File: src/common/ncs_pkg.sv
// Function
// - store holds exactly 512 bytes
// - host has no direct path into store
// - busy blocks host access except busy read
// - i2c address refused with nack while busy
// - save copies registers and segment bytes
// - save request bit self clears after save
// - busy flag spans each transfer
// - status pin can mirror busy flag
// - error flag reports transfer failure
// - load pin high: restore on resets
// - load pin low: reload bit starts restore
// - load pin low at reset: defaults
// - default segment covers 0x000 to 0x231
// - group is count-minus-one, max 128
// - group address low byte then high
// - commit code during restore pulses update
// - no commit code leaves values buffered
// - end code terminates save or restore
// - pseudo end halts save, resumes later
// - commit bit self clears, updates all
`default_nettype none

package ncs_pkg;

  // ***************************************************************
  // sizes
  // ***************************************************************
  localparam int NVM_BYTES = 512;
  localparam int NVM_AW = 9;
  localparam int SEG_BYTES = 23;
  localparam int SEG_AW = 5;
  localparam int REG_AW = 16;

  // ***************************************************************
  // register map
  // ***************************************************************
  localparam logic [15:0] ADDR_COMMIT = 16'h0232;
  localparam logic [15:0] ADDR_SEG_BASE = 16'h0a00;
  localparam logic [15:0] ADDR_BUSY = 16'h0b00;
  localparam logic [15:0] ADDR_ERROR = 16'h0b01;
  localparam logic [15:0] ADDR_WE_RELOAD = 16'h0b02;
  localparam logic [15:0] ADDR_SAVE_REQ = 16'h0b03;
  localparam int BIT_BUSY = 0;
  localparam int BIT_ERROR = 0;
  localparam int BIT_WR_EN = 0;
  localparam int BIT_RELOAD = 1;
  localparam int BIT_SAVE_REQ = 0;
  localparam int BIT_COMMIT = 0;

  // ***************************************************************
  // segment codes
  // ***************************************************************
  localparam logic [7:0] OP_COMMIT = 8'h80;
  localparam logic [7:0] OP_PSEUDO_END = 8'hfe;
  localparam logic [7:0] OP_END = 8'hff;
  localparam logic [7:0] NVM_ERASED = 8'hff;
  localparam int OP_FLAG_BIT = 7;
  localparam logic [1:0] PH_COUNT = 2'h0;
  localparam logic [1:0] PH_ADDR_LO = 2'h1;
  localparam logic [1:0] PH_ADDR_HI = 2'h2;

  typedef enum logic [2:0] {
    ST_IDLE,
    ST_FETCH,
    ST_DECODE,
    ST_DATA,
    ST_DATA_WAIT
  } ncs_state_t;

  // power-up segment: four groups of 128 and one of 50, commit, end
  function automatic logic [7:0] ncs_seg_default(input int idx);
    case (idx)
      0, 3, 6, 9: return 8'h7f;
      12: return 8'h31;
      1, 2, 5, 7, 13: return 8'h00;
      4, 10: return 8'h80;
      8, 11: return 8'h01;
      14: return 8'h02;
      15: return OP_COMMIT;
      default: return OP_END;
    endcase
  endfunction : ncs_seg_default

endpackage : ncs_pkg

`default_nettype wire

File: src/common/ncs_mem_if.sv
`default_nettype none

interface ncs_mem_if #(
  parameter int AW = 9,
  parameter int DW = 8
);
  logic [AW-1:0] addr;
  logic we;
  logic [DW-1:0] wdata;
  logic [DW-1:0] rdata;

  modport ctrl(output addr, output we, output wdata, input rdata);
  modport mem(input addr, input we, input wdata, output rdata);
endinterface : ncs_mem_if

`default_nettype wire

File: src/verilog/ncs_top.sv
`default_nettype none

module ncs_top
  import ncs_pkg::*;
(
  // clock and reset
  input wire logic sys_clk,
  input wire logic reset_n,
  // pins and device events
  input wire logic load_sel,
  input wire logic status_sel,
  input wire logic soft_reset_req,
  output logic status_pin,
  output logic i2c_nack,
  // host register port
  input wire logic reg_req,
  input wire logic reg_wr,
  input wire logic [REG_AW-1:0] reg_addr,
  input wire logic [7:0] reg_wdata,
  output logic reg_ack,
  output logic [7:0] reg_rdata,
  // device register bank
  output logic [REG_AW-1:0] cfg_addr,
  output logic cfg_rd_en,
  input wire logic [7:0] cfg_rd_data,
  output logic cfg_wr_en,
  output logic [7:0] cfg_wr_data,
  output logic cfg_update,
  output logic cfg_load_defaults
);

  // ***************************************************************
  // helpers
  // ***************************************************************
  function automatic logic is_seg(input logic [REG_AW-1:0] a);
    return (a >= ADDR_SEG_BASE) && (a < ADDR_SEG_BASE + 16'(SEG_BYTES));
  endfunction : is_seg

  function automatic logic [SEG_AW-1:0] seg_off(input logic [REG_AW-1:0] a);
    logic [REG_AW-1:0] d;
    d = a - ADDR_SEG_BASE;
    return d[SEG_AW-1:0];
  endfunction : seg_off

  // ***************************************************************
  // state
  // ***************************************************************
  ncs_state_t state_reg;
  logic busy_reg;
  logic error_reg;
  logic wr_en_reg;
  logic save_req_reg;
  logic save_mode_reg;
  logic resume_reg;
  logic started_reg;
  logic [NVM_AW:0] nvm_ptr_reg;
  logic [SEG_AW:0] seg_idx_reg;
  logic [1:0] phase_reg;
  logic [6:0] count_reg;
  logic [REG_AW-1:0] rptr_reg;
  logic rd_valid_reg;
  logic rd_blk_reg;
  logic [REG_AW-1:0] rd_addr_reg;

  ncs_mem_if #(.AW(NVM_AW), .DW(8)) nvm_bus ();
  ncs_mem_if #(.AW(SEG_AW), .DW(8)) seg_bus ();

  ncs_nvm_store #(.DEPTH(NVM_BYTES)) u_store (
    .sys_clk(sys_clk),
    .bus(nvm_bus)
  );

  ncs_seg_buffer #(.DEPTH(SEG_BYTES)) u_seg (
    .sys_clk(sys_clk),
    .reset_n(reset_n),
    .bus(seg_bus)
  );

  // ***************************************************************
  // host decode and starts
  // ***************************************************************
  logic wr_hit;
  logic commit_wr;
  logic power_up;
  logic reset_event;
  logic start_save;
  logic save_refused;
  logic start_restore;

  assign wr_hit = reg_req && reg_wr && !busy_reg;
  assign commit_wr = wr_hit && (reg_addr == ADDR_COMMIT) && reg_wdata[BIT_COMMIT];
  assign power_up = !started_reg;
  assign reset_event = power_up || soft_reset_req;
  assign start_save = commit_wr && save_req_reg && wr_en_reg;
  assign save_refused = commit_wr && save_req_reg && !wr_en_reg;
  // a restore may only begin from idle; requests during a transfer are dropped
  assign start_restore = !busy_reg && !start_save &&
                         ((reset_event && load_sel) ||
                          (wr_hit && (reg_addr == ADDR_WE_RELOAD) &&
                           reg_wdata[BIT_RELOAD] && !load_sel));

  // ***************************************************************
  // walker decode
  // ***************************************************************
  logic [7:0] tok;
  logic dec;
  logic op_slot;
  logic is_end;
  logic is_pseudo;
  logic is_commit;
  logic bad_op;
  logic ovf;
  logic seg_ovf;
  logic fail;
  logic fin;

  assign tok = save_mode_reg ? seg_bus.rdata : nvm_bus.rdata;
  assign dec = (state_reg == ST_DECODE);
  assign op_slot = dec && (phase_reg == PH_COUNT);
  assign is_end = op_slot && ((tok == OP_END) ||
                              (!save_mode_reg && (tok == OP_PSEUDO_END)));
  assign is_pseudo = op_slot && save_mode_reg && (tok == OP_PSEUDO_END);
  assign is_commit = op_slot && (tok == OP_COMMIT);
  // an unknown code in the count slot is treated as a broken segment
  assign bad_op = op_slot && tok[OP_FLAG_BIT] && !is_end && !is_pseudo && !is_commit;
  assign ovf = nvm_ptr_reg[NVM_AW] &&
               (save_mode_reg ? ((dec && !is_pseudo) || (state_reg == ST_DATA_WAIT))
                              : ((state_reg == ST_FETCH) || (state_reg == ST_DATA)));
  assign seg_ovf = save_mode_reg && (state_reg == ST_FETCH) &&
                   (seg_idx_reg >= (SEG_AW + 1)'(SEG_BYTES));
  assign fail = ovf || bad_op || seg_ovf;
  assign fin = fail || is_end || is_pseudo;

  // ***************************************************************
  // memory ports
  // ***************************************************************
  // the store is only ever driven by the walker, never by the host
  assign nvm_bus.addr = nvm_ptr_reg[NVM_AW-1:0];
  assign nvm_bus.we = save_mode_reg && !fail &&
                      ((dec && !is_pseudo) || (state_reg == ST_DATA_WAIT));
  assign nvm_bus.wdata = dec ? seg_bus.rdata : cfg_rd_data;

  assign seg_bus.addr = busy_reg ? seg_idx_reg[SEG_AW-1:0] : seg_off(reg_addr);
  assign seg_bus.we = wr_hit && is_seg(reg_addr);
  assign seg_bus.wdata = reg_wdata;

  // ***************************************************************
  // walker
  // ***************************************************************
  always_ff @(posedge sys_clk) begin
    if (!reset_n) begin
      state_reg <= ST_IDLE;
      save_mode_reg <= 1'b0;
      nvm_ptr_reg <= '0;
      seg_idx_reg <= '0;
      phase_reg <= PH_COUNT;
      count_reg <= '0;
      rptr_reg <= '0;
    end else begin
      case (state_reg)
        ST_IDLE: begin
          phase_reg <= PH_COUNT;
          seg_idx_reg <= '0;
          if (start_save) begin
            save_mode_reg <= 1'b1;
            if (!resume_reg) begin
              nvm_ptr_reg <= '0;
            end
            state_reg <= ST_FETCH;
          end else if (start_restore) begin
            save_mode_reg <= 1'b0;
            nvm_ptr_reg <= '0;
            state_reg <= ST_FETCH;
          end
        end
        ST_FETCH: begin
          state_reg <= fail ? ST_IDLE : ST_DECODE;
        end
        ST_DECODE: begin
          if (fin) begin
            state_reg <= ST_IDLE;
          end else begin
            nvm_ptr_reg <= nvm_ptr_reg + 1'b1;
            seg_idx_reg <= seg_idx_reg + 1'b1;
            state_reg <= ST_FETCH;
            case (phase_reg)
              PH_COUNT: begin
                if (!tok[OP_FLAG_BIT]) begin
                  count_reg <= tok[6:0];
                  phase_reg <= PH_ADDR_LO;
                end
              end
              PH_ADDR_LO: begin
                rptr_reg[7:0] <= tok;
                phase_reg <= PH_ADDR_HI;
              end
              default: begin
                rptr_reg[15:8] <= tok;
                phase_reg <= PH_COUNT;
                state_reg <= ST_DATA;
              end
            endcase
          end
        end
        ST_DATA: begin
          state_reg <= fail ? ST_IDLE : ST_DATA_WAIT;
        end
        ST_DATA_WAIT: begin
          if (fail) begin
            state_reg <= ST_IDLE;
          end else begin
            nvm_ptr_reg <= nvm_ptr_reg + 1'b1;
            rptr_reg <= rptr_reg + 1'b1;
            count_reg <= count_reg - 1'b1;
            state_reg <= (count_reg == '0) ? ST_FETCH : ST_DATA;
          end
        end
        default: begin
          state_reg <= ST_IDLE;
        end
      endcase
    end
  end

  // ***************************************************************
  // flags
  // ***************************************************************
  always_ff @(posedge sys_clk) begin
    if (!reset_n) begin
      started_reg <= 1'b0;
    end else begin
      started_reg <= 1'b1;
    end
  end

  always_ff @(posedge sys_clk) begin
    if (!reset_n) begin
      busy_reg <= 1'b0;
    end else if (start_save || start_restore) begin
      busy_reg <= 1'b1;
    end else if (fin) begin
      busy_reg <= 1'b0;
    end
  end

  always_ff @(posedge sys_clk) begin
    if (!reset_n) begin
      error_reg <= 1'b0;
    end else if (start_save || start_restore) begin
      error_reg <= 1'b0;
    end else if (fail || save_refused) begin
      error_reg <= 1'b1;
    end
  end

  always_ff @(posedge sys_clk) begin
    if (!reset_n) begin
      wr_en_reg <= 1'b0;
    end else if (wr_hit && (reg_addr == ADDR_WE_RELOAD)) begin
      wr_en_reg <= reg_wdata[BIT_WR_EN];
    end
  end

  // host writes are blocked while busy, so set and clear never meet
  always_ff @(posedge sys_clk) begin
    if (!reset_n) begin
      save_req_reg <= 1'b0;
    end else if (busy_reg && save_mode_reg && fin) begin
      save_req_reg <= 1'b0;
    end else if (save_refused) begin
      save_req_reg <= 1'b0;
    end else if (wr_hit && (reg_addr == ADDR_SAVE_REQ)) begin
      save_req_reg <= reg_wdata[BIT_SAVE_REQ];
    end
  end

  always_ff @(posedge sys_clk) begin
    if (!reset_n) begin
      resume_reg <= 1'b0;
    end else if (is_pseudo && !fail) begin
      resume_reg <= 1'b1;
    end else if (fin || start_restore) begin
      resume_reg <= 1'b0;
    end
  end

  // ***************************************************************
  // register bank and pin outputs
  // ***************************************************************
  always_ff @(posedge sys_clk) begin
    if (!reset_n) begin
      cfg_addr <= '0;
      cfg_rd_en <= 1'b0;
      cfg_wr_en <= 1'b0;
      cfg_wr_data <= '0;
      cfg_update <= 1'b0;
      cfg_load_defaults <= 1'b0;
      status_pin <= 1'b0;
      i2c_nack <= 1'b0;
    end else begin
      cfg_addr <= rptr_reg;
      cfg_rd_en <= (state_reg == ST_DATA) && save_mode_reg && !fail;
      cfg_wr_en <= (state_reg == ST_DATA_WAIT) && !save_mode_reg;
      cfg_wr_data <= nvm_bus.rdata;
      // without a commit code restored bytes stay in the buffer bank
      cfg_update <= (is_commit && !save_mode_reg && !fail) ||
                    commit_wr;
      cfg_load_defaults <= !busy_reg && reset_event && !load_sel;
      status_pin <= status_sel && busy_reg;
      i2c_nack <= busy_reg;
    end
  end

  // ***************************************************************
  // host read path
  // ***************************************************************
  // two stage answer: the segment buffer needs one cycle to read
  always_ff @(posedge sys_clk) begin
    if (!reset_n) begin
      rd_valid_reg <= 1'b0;
      rd_blk_reg <= 1'b0;
      rd_addr_reg <= '0;
      reg_ack <= 1'b0;
      reg_rdata <= '0;
    end else begin
      rd_valid_reg <= reg_req;
      rd_blk_reg <= busy_reg;
      rd_addr_reg <= reg_addr;
      reg_ack <= rd_valid_reg;
      reg_rdata <= '0;
      if (rd_valid_reg) begin
        if (rd_addr_reg == ADDR_BUSY) begin
          reg_rdata[BIT_BUSY] <= busy_reg;
        end else if (rd_blk_reg) begin
          reg_rdata <= '0;
        end else if (rd_addr_reg == ADDR_ERROR) begin
          reg_rdata[BIT_ERROR] <= error_reg;
        end else if (rd_addr_reg == ADDR_WE_RELOAD) begin
          reg_rdata[BIT_WR_EN] <= wr_en_reg;
        end else if (rd_addr_reg == ADDR_SAVE_REQ) begin
          reg_rdata[BIT_SAVE_REQ] <= save_req_reg;
        end else if (is_seg(rd_addr_reg)) begin
          reg_rdata <= seg_bus.rdata;
        end
      end
    end
  end

endmodule : ncs_top

`default_nettype wire

File: src/verilog/ncs_nvm_store.sv
`default_nettype none

module ncs_nvm_store
  import ncs_pkg::*;
#(
  parameter int DEPTH = NVM_BYTES
) (
  // clock
  input wire logic sys_clk,
  // controller port
  ncs_mem_if.mem bus
);
  logic [7:0] mem [DEPTH];

  // erased cells read as all ones, so a blank store ends a restore at once
  initial begin
    for (int i = 0; i < DEPTH; i++) begin
      mem[i] = NVM_ERASED;
    end
  end

  always_ff @(posedge sys_clk) begin
    if (bus.we) begin
      mem[bus.addr] <= bus.wdata;
    end
    bus.rdata <= mem[bus.addr];
  end
endmodule : ncs_nvm_store

`default_nettype wire

File: src/verilog/ncs_seg_buffer.sv
`default_nettype none

module ncs_seg_buffer
  import ncs_pkg::*;
#(
  parameter int DEPTH = SEG_BYTES
) (
  // clock and reset
  input wire logic sys_clk,
  input wire logic reset_n,
  // shared host and controller port
  ncs_mem_if.mem bus
);
  logic [7:0] mem [DEPTH];

  always_ff @(posedge sys_clk) begin
    if (!reset_n) begin
      for (int i = 0; i < DEPTH; i++) begin
        mem[i] <= ncs_seg_default(i);
      end
    end else if (bus.we && (int'(bus.addr) < DEPTH)) begin
      mem[bus.addr] <= bus.wdata;
    end
  end

  // out of range reads look like an end code so a runaway walk stops
  always_ff @(posedge sys_clk) begin
    if (!reset_n) begin
      bus.rdata <= OP_END;
    end else if (int'(bus.addr) < DEPTH) begin
      bus.rdata <= mem[bus.addr];
    end else begin
      bus.rdata <= OP_END;
    end
  end
endmodule : ncs_seg_buffer

`default_nettype wire

File: config.mk
export PLATFORM = sky130hd
export DESIGN_NAME = ncs_top
export DESIGN_NICKNAME = d
export VERILOG_FILES = /design/src/common/ncs_pkg.sv /design/src/common/ncs_mem_if.sv /design/src/verilog/ncs_top.sv /design/src/verilog/ncs_nvm_store.sv /design/src/verilog/ncs_seg_buffer.sv
export SDC_FILE = /design/constraint.sdc
export NUM_CORES = 2
export LEC_CHECK = 0
export BUFFER_PORTS_ARGS = -buffer_cell sky130_fd_sc_hd__buf_2
export CAP_MARGIN = 15
export CELL_PAD_IN_SITES_DETAIL_PLACEMENT = 2
export CELL_PAD_IN_SITES_GLOBAL_PLACEMENT = 2
export CORE_ASPECT_RATIO = 0.8
export CORE_MARGIN = 4
export CORE_UTILIZATION = 25
export CTS_CLUSTER_SIZE = 28
export DETAILED_ROUTE_END_ITERATION = 8
export PLACE_DENSITY_LB_ADDON = 0.1
export SYNTH_ARGS = -nofsm -noshare
export SYNTH_HDL_FRONTEND = slang
export SYNTH_MEMORY_MAX_BITS = 65536
export SYNTH_SLANG_ARGS = --single-unit
File: constraint.sdc
create_clock -name sys_clk -period 11.65 [get_ports sys_clk]
set_clock_uncertainty 0.1 [all_clocks]
set_input_delay 0 -clock sys_clk [delete_from_list [all_inputs] [get_ports sys_clk]]
set_output_delay 0 -clock sys_clk [all_outputs]
set_load 0.05 [all_outputs]
---- After elaboration in Yosys (flattened, before gate mapping) ----
Memory sizes are Yosys's and may differ from the RTL's. A register that Yosys moved wholly into a read port is not among the register bits.
Index checks and enable logic that the tools add are counted.
storage, ports and cells
  bits in registers ....................... 107
  RAM bits ................................ 4,280
  input bits .............................. 39
  memories kept ........................... 2
cells by class
  add/sub/neg operators ................... 5
  $lt $le $gt $ge ......................... 6
  equality and inequality tests ........... 24
  mux-type cells .......................... 64
  bitwise operators ....................... 3
  reduce and logical (&&, ||, !) cells .... 92
memory list
  memory       words  bits a word  rd ports  clocked after Yosys merged registers in  wr ports  line                  RTL
  u_store.mem  512    8            1         1                                        1         ncs_nvm_store.sv:13   logic [7:0] mem [DEPTH];
  u_seg.mem    23     8            1         1                                        23        ncs_seg_buffer.sv:14  logic [7:0] mem [DEPTH];
operators by type and width
  kind                     number
  $mux W8                  13
  $eq A16 B12 Y1 const B   6
  $mux W10                 5
  $logic_and A1 B1 Y1      45
  $ge A16 B12 Y1 const B   2
  $lt A16 B12 Y1 const B   2
  $mux W16                 2
  $pmux W16 S2             1
  $pmux W10 S3             1
  $mux W7                  4
  $eq A8 B8 Y1 const B     3
  $mux W1                  20
  $add A16 B1 Y16 const B  1
  $eq A16 B10 Y1 const B   1
  $reduce_or A8 Y1         2
  $pmux W3 S5              1
  $mux W2                  7
  $pmux W7 S2              1
  $logic_or A1 B1 Y1       13
  $pmux W6 S2              1
  $logic_not A1 Y1         11
  $add A10 B1 Y10 const B  1
  $mux W5                  2
  $reduce_and A5 Y1        2
  26 further kinds         47

---- Logic depth before layout (Yosys ltp) ----
  word-level depth ........................ 16
  depth in mapped cells ................... 14
  mapped depth without buffers ............ 8

---- Cells and area by module ----
Synthesis repeated with hierarchy kept, for this count alone.
unflattened totals
  cells, all modules ...................... 8,872
  area total of the unflattened synthesis .. 174,389.8 um^2
modules (own cells, without submodules)
  module          times used  cells each  area an instance (um^2)
  ncs_nvm_store   1           7,575       158,359.4
  ncs_seg_buffer  1           716         11,000.6
  ncs_top         1           581         5,029.8

---- Least setup slack after synthesis ----
No wires, ideal clock.
  path kind ............................... register to register
  from .................................... reg state_reg[1]
  to ...................................... mem u_store.mem[0][0], data pin
  setup time .............................. 1,444 ps
  arrival time ............................ 7,159 ps
  data required time ...................... 10,106 ps
  setup slack ............................. 2,947 ps
  stages on the path, launching flop included .. 6
  path buffers ............................ 1
  period minus slack after synthesis ...... 8,703 ps
  path through ............................ dfxtp_1 clkbuf_1 nand2b_1 nor2_1 nand2_1 nand2_1
on the way
  cells in the longest elaborated chain, start to end .. 2
ends and longest elaborated chain
  item                        line                 RTL
  start, declared             ncs_top.sv:48        ncs_state_t state_reg;
  start signal, assigned      ncs_top.sv:177       state_reg <= fail ? ST_IDLE : ST_DECODE;
  start signal, assigned      ncs_top.sv:206       state_reg <= fail ? ST_IDLE : ST_DATA_WAIT;
  start signal, assigned      ncs_top.sv:215       state_reg <= (count_reg == '0) ? ST_FETCH : ST_DATA;
  $eq A3 B2 Y1                ncs_top.sv:118       assign dec = (state_reg == ST_DECODE);
  $mux W8                     ncs_top.sv:141       assign nvm_bus.wdata = dec ? seg_bus.rdata : cfg_rd_data;
  named net nvm_bus.wdata[0]  ncs_mem_if.sv:9      logic [DW-1:0] wdata;
  end, declared               ncs_nvm_store.sv:13
The timed path passes the listed nets, and every way through them passes these cells.

==> flow_metrics.env <==
export IMPL_end_kind="flip-flop"
export IMPL_grt_start_max_net_pins=153
export IMPL_overflow=0
export IMPL_layout_area_overhead_vs_synth_pct=17.33
export IMPL_chipWidth_um=937.1
export IMPL_worst_hold_slack_ps=86.02
export IMPL_setup_tns_ps=0
export IMPL_timing_final_crit_period_ps=6640
export IMPL_synth_area_per_cell_um2=20.38
export IMPL_post_dp_hpwl_um=404600
export IMPL_power_density_nw_per_um2=175.1
export IMPL_drc=0
export IMPL_seq_power_share_pct=50.2
export IMPL_hold_path_depth=3
export IMPL_hold_path_class="input port to flip-flop"
export IMPL_dpl_cell_area_um2=185500
export IMPL_hold_crit_start="reg_wdata[3]"
export IMPL_postCtsSetupRepairBufs=0
export IMPL_grt_first_pass_wirelength_um=880500
export IMPL_cts_inserted_buffers=518
export IMPL_crit_path_cell_trace="buf_4 > buf_4 > buf_4 > mux4_2 > mux4_2 > a22oi_1 > o21ai_0 > nor4_2 > nand3_1"
export IMPL_drv_cap=0
export IMPL_cpMostUsedCell="sky130_fd_sc_hd__buf_4"
export IMPL_ff2ff_path_depth=9
export IMPL_setup_worst_path_class="flip-flop to flip-flop"
export IMPL_hold_path_endpoint="u_seg.mem[10][3]$_SDFFCE_PN0P_"
export IMPL_slew_viol_final=0
export IMPL_postLayoutCoreUtil_pct=29.48
export IMPL_timing_critical_path_from="nvm_ptr_reg[0]$_SDFFE_PN0P_"
export IMPL_fin_area_um2=202600
export IMPL_registers_top_by_ff_count="u_store.mem"
export IMPL_sequential_cell_area_um2=131300
export IMPL_wl_um=652800
export IMPL_postLayoutSetupSlackWorst_ps=5010
export IMPL_port_buffer_count=77
export IMPL_critPathLaunchType="flip-flop"
export IMPL_yosys_most_used_dff="sky130_fd_sc_hd__edfxtp_1"
export IMPL_place_inst=17497
export IMPL_critical_path_max_stage_delay_ps=820
export IMPL_first_iter_violations=9121
export IMPL_total_switching_power_mw=8.101
export IMPL_crit_fanout=32
export IMPL_design_core_area_um2=687100
export IMPL_achievable_frequency_ghz=0.1506
export IMPL_cts_sinks=4411
export IMPL_finalSetupViolCount=0
export IMPL_multiInputGateArea_um2=39550
export IMPL_mappedNetlistArea_um2=172600
export IMPL_fin_total_pwr_mw=35.47
export IMPL_clk_insertion_delay_late_ps=1080
export IMPL_reg_top3="u_store.mem: 4096 flops, u_seg.mem: 192 flops"
export IMPL_r2r_end="u_store.bus.rdata[5]$_DFF_P_"
export IMPL_gp_congestion=0.7555
export IMPL_initial_utilization_pct=25.13
export IMPL_fillerInstances=68907
export IMPL_cellInternalPower_mw=27.37
export IMPL_synthArstFlopShare_pct=0
export IMPL_floorplan_die_area_um2=704000
export IMPL_io_pins=78
export IMPL_clock_power_share_pct=44.8
export IMPL_power_leakage_nw=60.25
export IMPL_vdd_drop_max_mv=0.1259
export IMPL_vias=89709
export IMPL_number_of_flip_flops_under_the_largest_register_name=4096
export IMPL_area_share_of_the_leading_cell_type_in_the_synthesized_netlist_pct=74.58
export IMPL_comb_power_share_pct=5.0
export IMPL_final_hold_viol_count=0
export IMPL_antenna_violating_nets_post_route=0
export IMPL_top_cells_by_area_synth="sky130_fd_sc_hd__edfxtp_1 75%, sky130_fd_sc_hd__mux4_2 15%, sky130_fd_sc_hd__dfxtp_1 1.4%"
export IMPL_clock_tree_htree_level_count=6
export IMPL_rrSetupSlack_ps=5010
export IMPL_cp_required_ps=12270
export IMPL_grt_antenna_before_repair=114
export IMPL_first_global_vias=95309
export IMPL_routed_wire_length_per_instance_um=35.25
export IMPL_globalRouteTotalUtil_pct=18.10
export IMPL_post_route_cells_drive_above_1_share_pct=25.25
export IMPL_seq_area_frac_synth_pct=76.01
export IMPL_rsz0062_at_grt="false"
export IMPL_synth_edff_count=4288
export IMPL_netlist_top_cell_by_area="sky130_fd_sc_hd__edfxtp_1"
export IMPL_max_slew_margin_pct=1.549
export IMPL_clk_path_buf_depth=4
export IMPL_postSynthRegisterBits=4411
export IMPL_instances_no_fill=18520
export IMPL_num_nets_final=8981
export IMPL_power_share_switching_pct=22.84
export IMPL_cts_root_buffer_cell="sky130_fd_sc_hd__clkbuf_16"
export IMPL_rows=272
export IMPL_worst_slew_pin_slew_ps=1477
export IMPL_post_synth_num_cell_types=81
export IMPL_drt_pass1_iterations=5
export IMPL_ys_warn_count=0
export IMPL_die_height_um=751.3
export IMPL_route_detailed_vias_per_inst=4.844
export IMPL_status="finished clean"
export IMPL_crit_arrival_ps=7260
export IMPL_syn_instance_count=8470
export IMPL_tritoncts="built"
export IMPL_clkSlewWorstSetupHoldPaths_ps=60
export IMPL_critical_path_reg2reg_startpoint="nvm_ptr_reg[0]$_SDFFE_PN0P_"
export IMPL_pre_cts_ws_ps=4708
export IMPL_critical_path_slowest_cell="sky130_fd_sc_hd__dfxtp_4"
export IMPL_timing_final_crit_share_pct=57.00
==> cell usage in the layout (no fill, tap or decap), drive strengths merged, types with 9 or more instances in the layout <==
master / n
edfxtp: 4288
mux4: 1154
clkbuf: 675
nor2: 621
nand2: 445
buf: 382
clkinv: 180
mux2i: 154
nand3: 149
and2: 140
dfxtp: 123
or3: 96
o21ai: 96
dlygate4sd3: 87
a21oi: 85
a32oi: 45
a31oi: 43
nor3: 43
inv: 40
a22oi: 37
and3: 31
o211ai: 28
bufinv: 28
o22ai: 26
nand4: 24
mux2: 23
nor2b: 22
a211oi: 20
a311oi: 19
diode: 18
a22o: 17
nand2b: 15
a2111oi: 14
o221ai: 13
nor4: 13
o31ai: 11
a221oi: 11
a21o: 11
o21a: 9
==> metal layers <==
| metal | vias to the layer above | wire (µm) | global-route usage [%] |
|---|---|---|---|
| li1 | 35984 | - | - |
| met1 | 50566 | 313300 | 27.32 |
| met2 | 2529 | 295100 | 28.12 |
| met3 | 628 | 33640 | 2.568 |
| met4 | 2 | 10770 | 3.018 |
| met5 | - | 13 | 0 |
==> power by group through the flow <==
stage	logic (mW)	registers, mW	clock network [mW]
finish	1.78	17.8	15.9
global route	1.92	17.8	17.0
CTS	1.85	17.8	16.3
detailed placement	1.83	18.1	0
global placement	1.79	18.1	0
floorplan	0.910	18.5	0
==> kinds of logic after synthesis <==
family	share of synthesized area [%]
multiplexers	16.10
AND/OR/NAND/NOR	4.335
flip-flops	76.01
XOR/XNOR	0.01015
buffers and inverters	1.344
other	0.002172
adder cells (fa/ha/maj)	0.05798
AO/OA/AOI/OAI	2.145
==> critical path, delay by kind of cell (launching register included) <==
family,cells,cell delay (ps)
buffers and inverters,3,2050
multiplexers,2,1310
AND/OR/NAND/NOR,2,1230
flip-flops,1,820
AO/OA/AOI/OAI,2,620
==> worst max path at each step <==
stage                                               to  slack (ps)  cells after the start
after floorplan            u_store.mem[0][0]$_DFFE_PP_        2950                      5
after global placement    u_store.bus.rdata[5]$_DFF_P_        4690                      9
after detailed placement  u_store.bus.rdata[5]$_DFF_P_        4710                      9
after CTS                 u_store.bus.rdata[5]$_DFF_P_        4660                      9
after global routing      u_store.bus.rdata[5]$_DFF_P_        4690                      9
final                     u_store.bus.rdata[5]$_DFF_P_        5010                      9
==> cell type report <==
cell class / instances / share of cell area [%]
timing repair buffer: 470 / 1.990
inverter: 20 / 0.04324
antenna: 18 / 0.02224
sequential: 4411 / 64.79
clock inverter: 235 / 1.023
clock buffer: 674 / 6.934
multi-input combinational: 3513 / 19.52
tap: 9179 / 5.670
==> Yosys cell counts (14+ instances only) <==
cell / count
sky130_fd_sc_hd__a211oi_1: 19
sky130_fd_sc_hd__a21oi_1: 84
sky130_fd_sc_hd__a22o_1: 17
sky130_fd_sc_hd__a22oi_1: 36
sky130_fd_sc_hd__a311oi_1: 19
sky130_fd_sc_hd__a31oi_1: 43
sky130_fd_sc_hd__a32oi_1: 45
sky130_fd_sc_hd__and2_1: 139
sky130_fd_sc_hd__and3_1: 31
sky130_fd_sc_hd__buf_1: 84
sky130_fd_sc_hd__buf_2: 148
sky130_fd_sc_hd__buf_4: 14
sky130_fd_sc_hd__clkbuf_1: 286
sky130_fd_sc_hd__dfxtp_1: 123
sky130_fd_sc_hd__edfxtp_1: 4288
sky130_fd_sc_hd__inv_1: 16
sky130_fd_sc_hd__mux2_2: 23
sky130_fd_sc_hd__mux2i_1: 154
sky130_fd_sc_hd__mux4_2: 1154
sky130_fd_sc_hd__nand2_1: 444
sky130_fd_sc_hd__nand2b_1: 15
sky130_fd_sc_hd__nand3_1: 131
sky130_fd_sc_hd__nand3_2: 18
sky130_fd_sc_hd__nand4_1: 24
sky130_fd_sc_hd__nor2_1: 621
sky130_fd_sc_hd__nor2b_1: 22
sky130_fd_sc_hd__nor3_1: 43
sky130_fd_sc_hd__o211ai_1: 28
sky130_fd_sc_hd__o21ai_0: 94
sky130_fd_sc_hd__o22ai_1: 26
sky130_fd_sc_hd__or3_1: 96
==> timing repair <==
| item | in CTS | in global routing |
|---|---|---|
| endpoints found under the hold margin | 826 | 0 |
| gates resized for setup | 0 | 0 |
| hold buffers | 87 | 0 |
(Power assumes the default switching activity.)
